--- config.mk ---
export PLATFORM = sky130hd
export DESIGN_NAME = olss_top
export DESIGN_NICKNAME = d
export VERILOG_FILES = /design/src/rtl/olss_top_end.sv /design/src/rtl/olss_pkg.sv /design/src/rtl/olss_top.sv /design/src/rtl/olss_debounce.sv
export SDC_FILE = /design/constraint.sdc
export NUM_CORES = 1
export LEC_CHECK = 0
export ABC_AREA = 1
export BUFFER_PORTS_ARGS = -buffer_cell sky130_fd_sc_hd__buf_2
export CAP_MARGIN = 0
export CORE_AREA = 5 5 142 144
export CTS_CLUSTER_SIZE = 10
export DETAILED_ROUTE_END_ITERATION = 8
export DIE_AREA = 0 0 147 149
export PLACE_DENSITY = 0.81
export SLEW_MARGIN = 0
export SYNTH_ARGS = -nofsm -noshare
export SYNTH_HDL_FRONTEND = slang
export SYNTH_HIERARCHICAL = 1
export SYNTH_SLANG_ARGS = --single-unit
--- constraint.sdc ---
create_clock -name clk -period 4.3 [get_ports clk]
set_input_delay 0.86 -clock clk [delete_from_list [all_inputs] [get_ports clk]]
set_output_delay 0.86 -clock clk [all_outputs]
set_load 0.02 [all_outputs]
--- src/rtl/olss_top_end.sv ---
// Empty unit; the block's logic lives in the top and filter files
`timescale 1ns/1ps
`default_nettype none
`default_nettype wire

--- src/rtl/olss_pkg.sv ---
// Constants for the output line source select block
//
// Contract
// - Software picks a source for each output line.
// - Both selections reset to code one.
// - Frame trigger wait low from exposure to image out.
// - Frame trigger internal gives the delayed accepted trigger.
// - Exposure active high for the whole exposure.
// - Acquisition trigger wait low during image transfer.
// - Acquisition trigger internal gives transfer start signal.
// - Sensor readout gives the frame valid level.
// - Debounced input lines are selectable sources.
// - Two user outputs give software static levels.
// - Timer active gives the timer counter signal.
// - Two software signals give their assigned levels.
// - Logic block source passes result unchanged.
// - Pulse per second: one second period, half duty.
// - Open collector line is input or output.
// - Gigabit idle: green on, yellow off.
// - Gigabit transferring: green on, yellow blinking.
// - 100 megabit: green off, yellow blinks when transferring.
// - Pulses shorter than debounce time are discarded.
package olss_pkg;

	// ----------------------------------------
	// Register map, byte addresses
	// ----------------------------------------
	localparam logic [7:0] OLSS_ADDR_LINE_SEL  = 8'h00;
	localparam logic [7:0] OLSS_ADDR_LINE_CTRL = 8'h04;
	localparam logic [7:0] OLSS_ADDR_DEBOUNCE  = 8'h08;
	localparam logic [7:0] OLSS_ADDR_STATUS    = 8'h0C;

	// ----------------------------------------
	// Field positions and widths
	// ----------------------------------------
	localparam int OLSS_SEL_W       = 4;
	localparam int OLSS_SEL_OPTO_LO = 0;
	localparam int OLSS_SEL_OC_LO   = 8;
	localparam int OLSS_CTRL_OC_DIR = 0;
	localparam int OLSS_CTRL_USER1  = 1;
	localparam int OLSS_CTRL_USER2  = 2;
	localparam int OLSS_CTRL_SW0    = 3;
	localparam int OLSS_CTRL_SW1    = 4;
	localparam int OLSS_CTRL_W      = 5;
	localparam int OLSS_DEB_W       = 16;

	// ----------------------------------------
	// Reset values
	// ----------------------------------------
	localparam logic [3:0]  OLSS_SEL_RESET  = 4'h1;
	localparam logic [4:0]  OLSS_CTRL_RESET = 5'h00;
	localparam logic [15:0] OLSS_DEB_RESET  = 16'h000A;

	// ----------------------------------------
	// Source selection codes
	// ----------------------------------------
	localparam logic [3:0] OLSS_SRC_FRAME_WAIT = 4'h1;
	localparam logic [3:0] OLSS_SRC_FRAME_TRIG = 4'h2;
	localparam logic [3:0] OLSS_SRC_EXPOSURE   = 4'h3;
	localparam logic [3:0] OLSS_SRC_ACQ_WAIT   = 4'h4;
	localparam logic [3:0] OLSS_SRC_ACQ_TRIG   = 4'h5;
	localparam logic [3:0] OLSS_SRC_READOUT    = 4'h6;
	localparam logic [3:0] OLSS_SRC_DEB_IN0    = 4'h7;
	localparam logic [3:0] OLSS_SRC_DEB_IN2    = 4'h8;
	localparam logic [3:0] OLSS_SRC_USER1      = 4'h9;
	localparam logic [3:0] OLSS_SRC_USER2      = 4'hA;
	localparam logic [3:0] OLSS_SRC_TIMER0     = 4'hB;
	localparam logic [3:0] OLSS_SRC_SW0        = 4'hC;
	localparam logic [3:0] OLSS_SRC_SW1        = 4'hD;
	localparam logic [3:0] OLSS_SRC_LOGIC0     = 4'hE;
	localparam logic [3:0] OLSS_SRC_PPS        = 4'hF;
	localparam int         OLSS_NUM_SRC        = 16;

	// ----------------------------------------
	// Timing
	// ----------------------------------------
	localparam int OLSS_CLK_HZ       = 50000000;
	localparam int OLSS_US_PER_S     = 1000000;
	localparam int OLSS_TICK_US      = 1;
	localparam int OLSS_US_CYC       = OLSS_CLK_HZ / OLSS_US_PER_S * OLSS_TICK_US;
	localparam int OLSS_PPS_HALF_MS  = 500;
	localparam int OLSS_PPS_HALF_CYC = OLSS_CLK_HZ / 1000 * OLSS_PPS_HALF_MS;
	localparam int OLSS_BLINK_MS     = 50;
	localparam int OLSS_BLINK_CYC    = OLSS_CLK_HZ / 1000 * OLSS_BLINK_MS;
	localparam int OLSS_CNT_W        = 25;

endpackage

--- src/rtl/olss_top.sv ---
// Output line source select, status lamps and register slave
//
// The AHB-Lite register port and the address map were decided locally.
`timescale 1ns/1ps
`default_nettype none
module olss_top
	import olss_pkg::*;
#(
	parameter int PPS_HALF_CYC = OLSS_PPS_HALF_CYC,
	parameter int BLINK_CYC    = OLSS_BLINK_CYC
)
(
	input  wire logic        clk,
	input  wire logic        rstn,
	// AHB-Lite slave
	input  wire logic        hsel,
	input  wire logic [7:0]  haddr,
	input  wire logic [1:0]  htrans,
	input  wire logic        hwrite,
	input  wire logic [2:0]  hsize,
	input  wire logic [31:0] hwdata,
	input  wire logic        hready,
	output logic             hreadyout,
	output logic [31:0]      hrdata,
	output logic             hresp,
	// Internal camera sources
	input  wire logic        exposure_active,
	input  wire logic        frame_valid,
	input  wire logic        frame_trigger_delayed,
	input  wire logic        transfer_active,
	input  wire logic        transfer_start,
	input  wire logic        timer0_active,
	input  wire logic        logic_block0,
	// Ethernet link state
	input  wire logic        link_gigabit,
	input  wire logic        link_activity,
	// Pins
	input  wire logic        opto_input_line,
	output logic             opto_output_line,
	input  wire logic        bidir_open_collector_line_i,
	output logic             bidir_open_collector_line_o,
	output logic             bidir_open_collector_line_oe,
	output logic             led_green,
	output logic             led_yellow
);

	// ----------------------------------------
	// Declarations
	// ----------------------------------------
	logic [OLSS_SEL_W-1:0]   sel_opto_q;
	logic [OLSS_SEL_W-1:0]   sel_oc_q;
	logic [OLSS_CTRL_W-1:0]  ctrl_q;
	logic [OLSS_DEB_W-1:0]   deb_q;
	logic                    wr_pend_q;
	logic                    rd_pend_q;
	logic [7:0]              addr_q;
	logic                    ready_q;
	logic [31:0]             rdata_q;
	logic                    resp_q;
	logic                    in0_s1_q;
	logic                    in0_s2_q;
	logic                    in2_s1_q;
	logic                    in2_s2_q;
	logic                    deb_in0;
	logic                    deb_in2;
	logic                    raw_in2;
	logic [5:0]              us_cnt_q;
	logic                    tick_us_q;
	logic [OLSS_CNT_W-1:0]   pps_cnt_q;
	logic                    pps_q;
	logic [OLSS_CNT_W-1:0]   blink_cnt_q;
	logic                    blink_q;
	logic                    exp_d1_q;
	logic                    fv_d1_q;
	logic                    frame_busy_q;
	logic [OLSS_NUM_SRC-1:0] src_vec;
	logic                    opto_q;
	logic                    oc_level_q;
	logic                    oc_oe_q;
	logic                    green_q;
	logic                    yellow_q;
	logic                    addr_take;

	// ----------------------------------------
	// Helper functions
	// ----------------------------------------
	// Codes outside the list pick bit zero, which is tied low
	function automatic logic src_pick(
		input logic [OLSS_SEL_W-1:0]   sel,
		input logic [OLSS_NUM_SRC-1:0] vec
	);
		src_pick = vec[sel];
	endfunction

	function automatic logic [31:0] reg_read(
		input logic [7:0] a
	);
		logic [31:0] r;
		r = 32'h0000_0000;
		case (a)
			OLSS_ADDR_LINE_SEL: begin
				r[OLSS_SEL_OPTO_LO +: OLSS_SEL_W] = sel_opto_q;
				r[OLSS_SEL_OC_LO +: OLSS_SEL_W]   = sel_oc_q;
			end
			OLSS_ADDR_LINE_CTRL: begin
				r[OLSS_CTRL_W-1:0] = ctrl_q;
			end
			OLSS_ADDR_DEBOUNCE: begin
				r[OLSS_DEB_W-1:0] = deb_q;
			end
			OLSS_ADDR_STATUS: begin
				r[8:0] = {yellow_q, green_q, pps_q, oc_level_q, opto_q,
				          deb_in2, deb_in0, in2_s2_q, in0_s2_q};
			end
			default: begin
				r = 32'h0000_0000;
			end
		endcase
		reg_read = r;
	endfunction

	// ----------------------------------------
	// AHB-Lite slave
	// ----------------------------------------
	// Reads take one wait state so a write in the prior data phase is seen
	assign addr_take = hsel && hready && htrans[1];

	always_ff @(posedge clk or negedge rstn) begin
		if (!rstn) begin
			wr_pend_q <= 1'b0;
			rd_pend_q <= 1'b0;
			addr_q    <= 8'h00;
		end else if (hready) begin
			wr_pend_q <= addr_take && hwrite;
			rd_pend_q <= addr_take && !hwrite;
			if (addr_take) begin
				addr_q <= {haddr[7:2], 2'b00};
			end
		end else begin
			rd_pend_q <= 1'b0;
		end
	end

	always_ff @(posedge clk or negedge rstn) begin
		if (!rstn) begin
			ready_q <= 1'b1;
		end else if (addr_take && !hwrite) begin
			ready_q <= 1'b0;
		end else begin
			ready_q <= 1'b1;
		end
	end

	always_ff @(posedge clk or negedge rstn) begin
		if (!rstn) begin
			rdata_q <= 32'h0000_0000;
		end else if (rd_pend_q) begin
			rdata_q <= reg_read(addr_q);
		end
	end

	always_ff @(posedge clk or negedge rstn) begin
		if (!rstn) begin
			resp_q <= 1'b0;
		end else begin
			resp_q <= 1'b0;
		end
	end

	assign hreadyout = ready_q;
	assign hrdata    = rdata_q;
	assign hresp     = resp_q;

	// ----------------------------------------
	// Software registers
	// ----------------------------------------
	always_ff @(posedge clk or negedge rstn) begin
		if (!rstn) begin
			sel_opto_q <= OLSS_SEL_RESET;
			sel_oc_q   <= OLSS_SEL_RESET;
		end else if (wr_pend_q && addr_q == OLSS_ADDR_LINE_SEL) begin
			sel_opto_q <= hwdata[OLSS_SEL_OPTO_LO +: OLSS_SEL_W];
			sel_oc_q   <= hwdata[OLSS_SEL_OC_LO +: OLSS_SEL_W];
		end
	end

	always_ff @(posedge clk or negedge rstn) begin
		if (!rstn) begin
			ctrl_q <= OLSS_CTRL_RESET;
		end else if (wr_pend_q && addr_q == OLSS_ADDR_LINE_CTRL) begin
			ctrl_q <= hwdata[OLSS_CTRL_W-1:0];
		end
	end

	always_ff @(posedge clk or negedge rstn) begin
		if (!rstn) begin
			deb_q <= OLSS_DEB_RESET;
		end else if (wr_pend_q && addr_q == OLSS_ADDR_DEBOUNCE) begin
			deb_q <= hwdata[OLSS_DEB_W-1:0];
		end
	end

	// ----------------------------------------
	// Pin synchronisers and debounce
	// ----------------------------------------
	always_ff @(posedge clk or negedge rstn) begin
		if (!rstn) begin
			in0_s1_q <= 1'b0;
			in0_s2_q <= 1'b0;
			in2_s1_q <= 1'b0;
			in2_s2_q <= 1'b0;
		end else begin
			in0_s1_q <= opto_input_line;
			in0_s2_q <= in0_s1_q;
			in2_s1_q <= bidir_open_collector_line_i;
			in2_s2_q <= in2_s1_q;
		end
	end

	// Driven as output, the line reads its own drive; filter sees idle low then
	assign raw_in2 = ctrl_q[OLSS_CTRL_OC_DIR] ? 1'b0 : in2_s2_q;

	always_ff @(posedge clk or negedge rstn) begin
		if (!rstn) begin
			us_cnt_q  <= 6'h00;
			tick_us_q <= 1'b0;
		end else if (us_cnt_q == 6'(OLSS_US_CYC - 1)) begin
			us_cnt_q  <= 6'h00;
			tick_us_q <= 1'b1;
		end else begin
			us_cnt_q  <= us_cnt_q + 6'h01;
			tick_us_q <= 1'b0;
		end
	end

	olss_debounce u_deb_in0 (
		.clk      (clk),
		.rstn     (rstn),
		.tick_us  (tick_us_q),
		.time_us  (deb_q),
		.raw      (in0_s2_q),
		.filtered (deb_in0)
	);

	olss_debounce u_deb_in2 (
		.clk      (clk),
		.rstn     (rstn),
		.tick_us  (tick_us_q),
		.time_us  (deb_q),
		.raw      (raw_in2),
		.filtered (deb_in2)
	);

	// ----------------------------------------
	// Pulse per second
	// ----------------------------------------
	always_ff @(posedge clk or negedge rstn) begin
		if (!rstn) begin
			pps_cnt_q <= '0;
			pps_q     <= 1'b0;
		end else if (pps_cnt_q == OLSS_CNT_W'(PPS_HALF_CYC - 1)) begin
			pps_cnt_q <= '0;
			pps_q     <= ~pps_q;
		end else begin
			pps_cnt_q <= pps_cnt_q + 25'h0000001;
		end
	end

	// ----------------------------------------
	// Frame trigger wait
	// ----------------------------------------
	always_ff @(posedge clk or negedge rstn) begin
		if (!rstn) begin
			exp_d1_q <= 1'b0;
			fv_d1_q  <= 1'b0;
		end else begin
			exp_d1_q <= exposure_active;
			fv_d1_q  <= frame_valid;
		end
	end

	// Exposure start wins over an image end in the same cycle
	always_ff @(posedge clk or negedge rstn) begin
		if (!rstn) begin
			frame_busy_q <= 1'b0;
		end else if (exposure_active && !exp_d1_q) begin
			frame_busy_q <= 1'b1;
		end else if (fv_d1_q && !frame_valid) begin
			frame_busy_q <= 1'b0;
		end
	end

	// ----------------------------------------
	// Source vector and line drive
	// ----------------------------------------
	always_comb begin
		src_vec                      = '0;
		src_vec[OLSS_SRC_FRAME_WAIT] = ~frame_busy_q;
		src_vec[OLSS_SRC_FRAME_TRIG] = frame_trigger_delayed;
		src_vec[OLSS_SRC_EXPOSURE]   = exposure_active;
		src_vec[OLSS_SRC_ACQ_WAIT]   = ~transfer_active;
		src_vec[OLSS_SRC_ACQ_TRIG]   = transfer_start;
		src_vec[OLSS_SRC_READOUT]    = frame_valid;
		src_vec[OLSS_SRC_DEB_IN0]    = deb_in0;
		src_vec[OLSS_SRC_DEB_IN2]    = deb_in2;
		src_vec[OLSS_SRC_USER1]      = ctrl_q[OLSS_CTRL_USER1];
		src_vec[OLSS_SRC_USER2]      = ctrl_q[OLSS_CTRL_USER2];
		src_vec[OLSS_SRC_TIMER0]     = timer0_active;
		src_vec[OLSS_SRC_SW0]        = ctrl_q[OLSS_CTRL_SW0];
		src_vec[OLSS_SRC_SW1]        = ctrl_q[OLSS_CTRL_SW1];
		src_vec[OLSS_SRC_LOGIC0]     = logic_block0;
		src_vec[OLSS_SRC_PPS]        = pps_q;
	end

	// Registered so a selection change cannot leave a glitch on the pin
	always_ff @(posedge clk or negedge rstn) begin
		if (!rstn) begin
			opto_q     <= 1'b0;
			oc_level_q <= 1'b0;
		end else begin
			opto_q     <= src_pick(sel_opto_q, src_vec);
			oc_level_q <= src_pick(sel_oc_q, src_vec);
		end
	end

	// Open collector: only pulls low; high level is the external pull-up
	always_ff @(posedge clk or negedge rstn) begin
		if (!rstn) begin
			oc_oe_q <= 1'b0;
		end else begin
			oc_oe_q <= ctrl_q[OLSS_CTRL_OC_DIR] && !src_pick(sel_oc_q, src_vec);
		end
	end

	assign opto_output_line             = opto_q;
	assign bidir_open_collector_line_o  = 1'b0;
	assign bidir_open_collector_line_oe = oc_oe_q;

	// ----------------------------------------
	// Status lamps
	// ----------------------------------------
	always_ff @(posedge clk or negedge rstn) begin
		if (!rstn) begin
			blink_cnt_q <= '0;
			blink_q     <= 1'b0;
		end else if (blink_cnt_q == OLSS_CNT_W'(BLINK_CYC - 1)) begin
			blink_cnt_q <= '0;
			blink_q     <= ~blink_q;
		end else begin
			blink_cnt_q <= blink_cnt_q + 25'h0000001;
		end
	end

	always_ff @(posedge clk or negedge rstn) begin
		if (!rstn) begin
			green_q  <= 1'b0;
			yellow_q <= 1'b0;
		end else begin
			green_q  <= link_gigabit;
			yellow_q <= link_activity && blink_q;
		end
	end

	assign led_green  = green_q;
	assign led_yellow = yellow_q;

endmodule
`default_nettype wire

--- src/rtl/olss_debounce.sv ---
// Pulse width filter for one synchronised input line
`timescale 1ns/1ps
`default_nettype none
module olss_debounce
	import olss_pkg::*;
(
	input  wire logic                  clk,
	input  wire logic                  rstn,
	input  wire logic                  tick_us,
	input  wire logic [OLSS_DEB_W-1:0] time_us,
	input  wire logic                  raw,
	output logic                       filtered
);

	logic [OLSS_DEB_W-1:0] cnt_q;
	logic                  part_q;
	logic                  out_q;

	// ----------------------------------------
	// Stability counter
	// ----------------------------------------
	// Any change back to the held level restarts the count, so short pulses vanish
	// First tick after a change ends only part of a microsecond, so it is not counted
	always_ff @(posedge clk or negedge rstn) begin
		if (!rstn) begin
			cnt_q  <= '0;
			part_q <= 1'b0;
		end else if (raw == out_q) begin
			cnt_q  <= '0;
			part_q <= 1'b0;
		end else if (tick_us && !part_q) begin
			part_q <= 1'b1;
		end else if (tick_us && cnt_q < time_us) begin
			cnt_q <= cnt_q + 16'h0001;
		end
	end

	always_ff @(posedge clk or negedge rstn) begin
		if (!rstn) begin
			out_q <= 1'b0;
		end else if (raw != out_q && cnt_q >= time_us && (part_q || time_us == '0)) begin
			out_q <= raw;
		end
	end

	assign filtered = out_q;

endmodule
`default_nettype wire

# Word level (Yosys, flattened, before mapping)
# Cells that the tools add are included.
[totals]
regBits = 161
inputBits = 61
output_inout_bits = 39
word_cells = 126
[classes]
add_sub_neg = 5
order_cmp = 6
n_eq_ne = 12
muxes = 29
n_bitwise = 4
n_reduce_logical = 37
[ops]
columns = ["cell", "n"]
rows = [
  ["2-to-1 mux 16 bit", 6],
  ["adder 25 x 1 -> 25 bit (second input constant)", 2],
  ["2-to-1 mux 25 bit", 2],
  ["adder 16 x 1 -> 16 bit (second input constant)", 2],
  ["greater-or-equal comparator 16 bit", 2],
  ["< comparator 16 bit", 2],
  ["equality test 25 x 22 -> 1 bit (second input constant)", 1],
  ["equality test 25 bit (second input constant)", 1],
  ["logical AND 1 bit", 19],
  ["logical NOT 16 bit", 1],
  ["case mux 4 bit (4 select lines)", 1],
  ["equality test 6 x 2 -> 1 bit (second input constant)", 2],
  ["2-to-1 mux 1 bit", 12],
  ["case mux 3 bit (2 select lines)", 2],
  ["< comparator 4 x 5 -> 1 bit (second input constant)", 2],
  ["nonzero test 2 bit", 5],
  ["binary-select mux 1 bit (select 4 bit)", 2],
  ["logical NOT 8 bit", 1],
  ["adder 6 x 1 -> 6 bit (second input constant)", 1],
  ["equality test 6 x 1 -> 1 bit (second input constant)", 1],
  ["equality test 6 bit (second input constant)", 1],
  ["logical NOT 1 bit", 6],
  ["2-to-1 mux 6 bit", 1],
  ["case mux 1 bit (3 select lines)", 2],
  ["7 further kinds", 16],
]

# Depth between registers and ports, before layout
[logic_depth]
depth_word = 5
mapped_depth = 15
mapped_depth_nobuf = 15

# Cells and area by module
# Netlist, hierarchy kept.
[modules_own_cells]
columns = ["mod", "n_inst", "cells_each", "area_per_inst_um2", "seq_area_each_um2"]
rows = [
  ["olss_top", 1, 867, 6675.2, 3134.3],
  ["olss_debounce", 2, 231, 1730.4, 450.4],
]

# Least setup slack after synthesis
# Ideal clock, no wire load.
[synth_timing]
path_kind = "register to register"
startpoint = "register deb_q[3]"
endpoint = "register u_deb_in0.cnt_q[9]"
setup_ps = 118
arrival_time_ps = 1646
t_required_ps = 4182
path_slack_ps = 2536
stages_incl_launch_ff = 14
n_path_buf = 1
synth_period_minus_slack_ps = 1764
cell_sequence = "dfstp_2 inv_1 ha_1 nand2_1 inv_1 nand2_1 nand2_1 nand2_1 nand2_1 nand2_2 nand3_4 nand2_8 buf_12 o21ai_2"
[synth_between]
elab_chain_cells = 4
[synth_rtl]
columns = ["element", "line", "source"]
rows = [
  ["start, declared", "olss_top.sv:53", "logic [OLSS_DEB_W-1:0] deb_q;"],
  ["start signal, assigned", "olss_top.sv:199", "deb_q <= hwdata[OLSS_DEB_W-1:0];"],
  ["< comparator 16 bit", "olss_debounce.sv:33", "end else if (tick_us && cnt_q < time_us) begin"],
  ["logical AND 1 bit", "olss_debounce.sv:33", ""],
  ["nonzero test 2 bit (no line)", "n/a", ""],
  ["AND reduction 2 bit (no line)", "n/a", ""],
  ["end signal, assigned", "olss_debounce.sv:34", "cnt_q <= cnt_q + 16'h0001;"],
  ["end, declared", "olss_debounce.sv:15", "logic [OLSS_DEB_W-1:0] cnt_q;"],
]
# No other way between the ends.
# A chain may end at the register's enable or synchronous reset.

# Worst setup path after layout
[layout_timing]
startpoint = "register deb_q[3]"
endpoint = "register u_deb_in0.cnt_q[0]"
# The elaborated chain is that of the path after synthesis.

==> out/qor.yml <==
finish:
  fin_area_um2: 11200
  fillCellCount: 1636
  nets: 1490
  synthToLayoutAreaGrowth_pct: 10.2
  multiInputGateArea_um2: 5060
  ff_latch_area_um2: 4040
  diodes: 0
  instances_no_fill: 1638
  drive_above_1_share_pct: 16.5
cts:
  post_cts_resized: 0
  cts_buffer_depth: 2
  tritoncts.num_buffers: 17
  h-tree-depth: 4
  path_clk_slew_ns: 0.07
  clock-sinks: 161
  post-cts-setup-buffer-count: 0
  hold_buffers: 0
  clock_tree.root_cell: "clkbuf_16"
  cts_tree: "built"
  clkLatencyLatePin_ns: 0.43
power:
  p_comb_share_pct: 14.7
  powerDensity_nw_per_um2: 364
  clockPowerShare_pct: 41.7
  swShare_pct: 28.9
  p_int_mw: 2.89
  seq_power_share_pct: 43.6
  p_leak_nw: 5.83
  vdd_drop_max_mv: 0.267
  p_switching_mw: 1.17
floorplanning:
  io_pins: 100
  die_y_um: 149
  rows: 50
  coreArea_um2: 18600
  die_area_um2: 21900
  die_w_um: 147
  initial_core_util_pct: 54.6
timing:
  slew_violations: 0
  final-hold-violation-count: 0
  min_period_ns: 2.05
  skew_ns: 0.0107
  worst_pin_slew_ns: 0.928
  rsz0062_at_grt: "false"
  min_period_over_period_pct: 47.6
  fin_ws_ns: 2.25
  whs_ns: 0.352
  finalSetupViolCount: 0
  max_slew_margin_pct: 37.9
  max_freq_mhz: 489
  setup_tns_ns: 0
setup_path:
  end_kind: "flip-flop"
  reg2reg_from: "deb_q[3]"
  cpMostUsedCell: "nand2_1"
  cp.required_ns: 4.67
  crit_path_start_kind: "flip-flop"
  crit_slowest_cell: "dfstp_2"
  rrSetupSlack_ns: 2.25
  cp_max_fo: 7
  worstReg2RegEnd: "u_deb_in0/cnt_q[0]"
  cp_slowest_stage_delay_ns: 0.58
  criticalPathCategory: "reg -> reg"
  crit_chain: "inv_1, ha_1, nand2_1, inv_1, nand2_1, nand2_1, nand2_1, nand2_1, nand2_2, nand3_4, nor2_1, nand2_1, nand2_1"
  r2r_cells: 13
  crit_arrival_ns: 2.41
flow_run:
  drv_cap: 0
routing:
  drt.antenna.violating_nets: 0
  wire_per_inst_um: 14.0
  via_per_inst: 5.15
  firstDrtPassIters: 5
  drtIter0Drc: 590
  finalWirelength_um: 22900
  drcViolationCount: 0
  vias: 8439
synth:
  ys_ff_latch: 161
  avgSynthCellArea_um2: 7.63
  synth-main-ff-cell: "dfrtp_1"
  synth_edf_count: 0
  yosysSeqAreaShare_pct: 39.8
  netlist_top_cells_count: "nand2_1, nor2_1, inv_1, dfrtp_1, nand3_1"
  synth_cell_types: 46
  synth_largest_area_cell: "dfrtp_1"
  netlist_top_cells_area: "dfrtp_1, nand2_1, nor2_1"
  async_flop_share_pct: 100
  synth_top_area_share_pct: 38.5
  yosysMostFrequentCell: "nand2_1"
  synthesis.instances: 1329
  synth_area_um2: 10100
  synth.yosys.warnings: 6
place:
  dpl.hpwl_um: 17000
  dp.cells: 1606
  place_ws_ns: 2.27
  place_congestion: 0.901
  place_area_um2: 10500
  port_buffers: 59
global_routing:
  antenna_found_initial: 1
  grt.total_usage_pct: 21.5
  grt_max_degree: 89
  grt_pass1_wl_um: 38700
  grt_pass1_vias: 8160
  overflow: 0
hold_path:
  holdCritStartpoint: "in0_s1_q"
  hold_path.class: "reg -> reg"
  hold_depth: 0
  holdPathEnd: "in0_s2_q"
run_status:
  status: "finished clean"
==> cell families after synthesis <==
logic type	Yosys count	synth area share [%]
and+or+nand+nor	719	32.0
buffers and inverters	245	10.9
DFF	161	39.8
AOI/OAI and AO/OA	113	7.89
xor gates and xnor gates	48	4.30
adders and majority gates	38	4.69
muxes	4	0.444
other	1	0.0370
==> worst max-delay path by stage <==
stage,from,endpoint,slack (ns),cells after the start
floorplan,deb_q[3],u_deb_in0/cnt_q[9],2.54,13
global placement,u_deb_in0/filtered,u_deb_in0/cnt_q[12],2.33,5
detailed placement,deb_q[3],u_deb_in0/cnt_q[11],2.27,13
CTS,deb_q[3],u_deb_in2/cnt_q[2],2.25,13
global route,deb_q[3],u_deb_in0/cnt_q[12],2.14,11
finish,deb_q[3],u_deb_in0/cnt_q[0],2.25,13
==> power by group through the flow <==
stage | Clock [mW] | Combinational, mW | Sequential (mW)
finish | 1.69 | 0.598 | 1.77
global route | 1.77 | 0.674 | 1.79
CTS | 1.72 | 0.600 | 1.77
detailed placement | 0 | 0.595 | 1.80
global placement | 0 | 0.572 | 1.79
floorplan | 0 | 0.428 | 1.77
==> layout by cell type, fill, tap and decap left out, types with 5 or more instances in the layout <==
cell type,n
xnor2_1,8
ha_1,38
inv_2,9
nand4_1,18
nand2_1,315
o211ai_1,5
clkbuf_16,17
nor2_4,8
o21ai_0,26
o21ai_2,41
xor2_1,38
nand3_1,87
buf_2,58
conb_1,18
nand2_2,28
nand3_2,6
bufinv_16,5
nor3_1,18
nor2_2,10
a21oi_1,20
dfrtp_1,156
nor2_1,205
dfstp_2,5
a21oi_2,9
inv_1,201
==> cell type report <==
type	count	share of cell area [%]
Multi-Input combinational cell	940	45.4
Clock inverter	13	1.86
Sequential cell	161	36.1
Clock buffer	19	4.06
Tap cell	234	2.62
Timing Repair Buffer	60	2.88
Inverter	211	7.10
==> state kept, by name, summed over array words and instances, names as in the netlist, 4 cells and up <==
signal           cells
sel_oc_q             4
hrdata              16
ctrl_q               5
pps_cnt_q           25
deb_q               16
blink_cnt_q         25
us_cnt_q             6
sel_opto_q           4
u_deb_in2/cnt_q     16
addr_q               6
u_deb_in0/cnt_q     16
==> stage by stage <==
stage | util, % | power (mW)
after floorplan | - | 2.20
after global placement | 56.6 | 2.37
after detailed placement | 56.6 | 2.39
after CTS | 60.1 | 4.09
after global routing | 60.1 | 4.23
final | 60.1 | 4.06
==> critical path: cells and delay by family, from the launching register on <==
kind                     cells  cell delay, ns
adder cells (fa/ha/maj)      1            0.32
flip-flops                   1            0.58
AND/OR/NAND/NOR             10            0.93
buffers and inverters        2            0.14
==> per-layer routing <==
metal	vias up	global-route usage, %	share of wire (%)
met3	34	3.98	5.5
li1	4246	-	-
met2	242	35.8	47
met5	-	0	0.057
met4	2	6.48	1.6
met1	3915	28.7	46
Note: power is estimated with default switching activity, not from simulation.
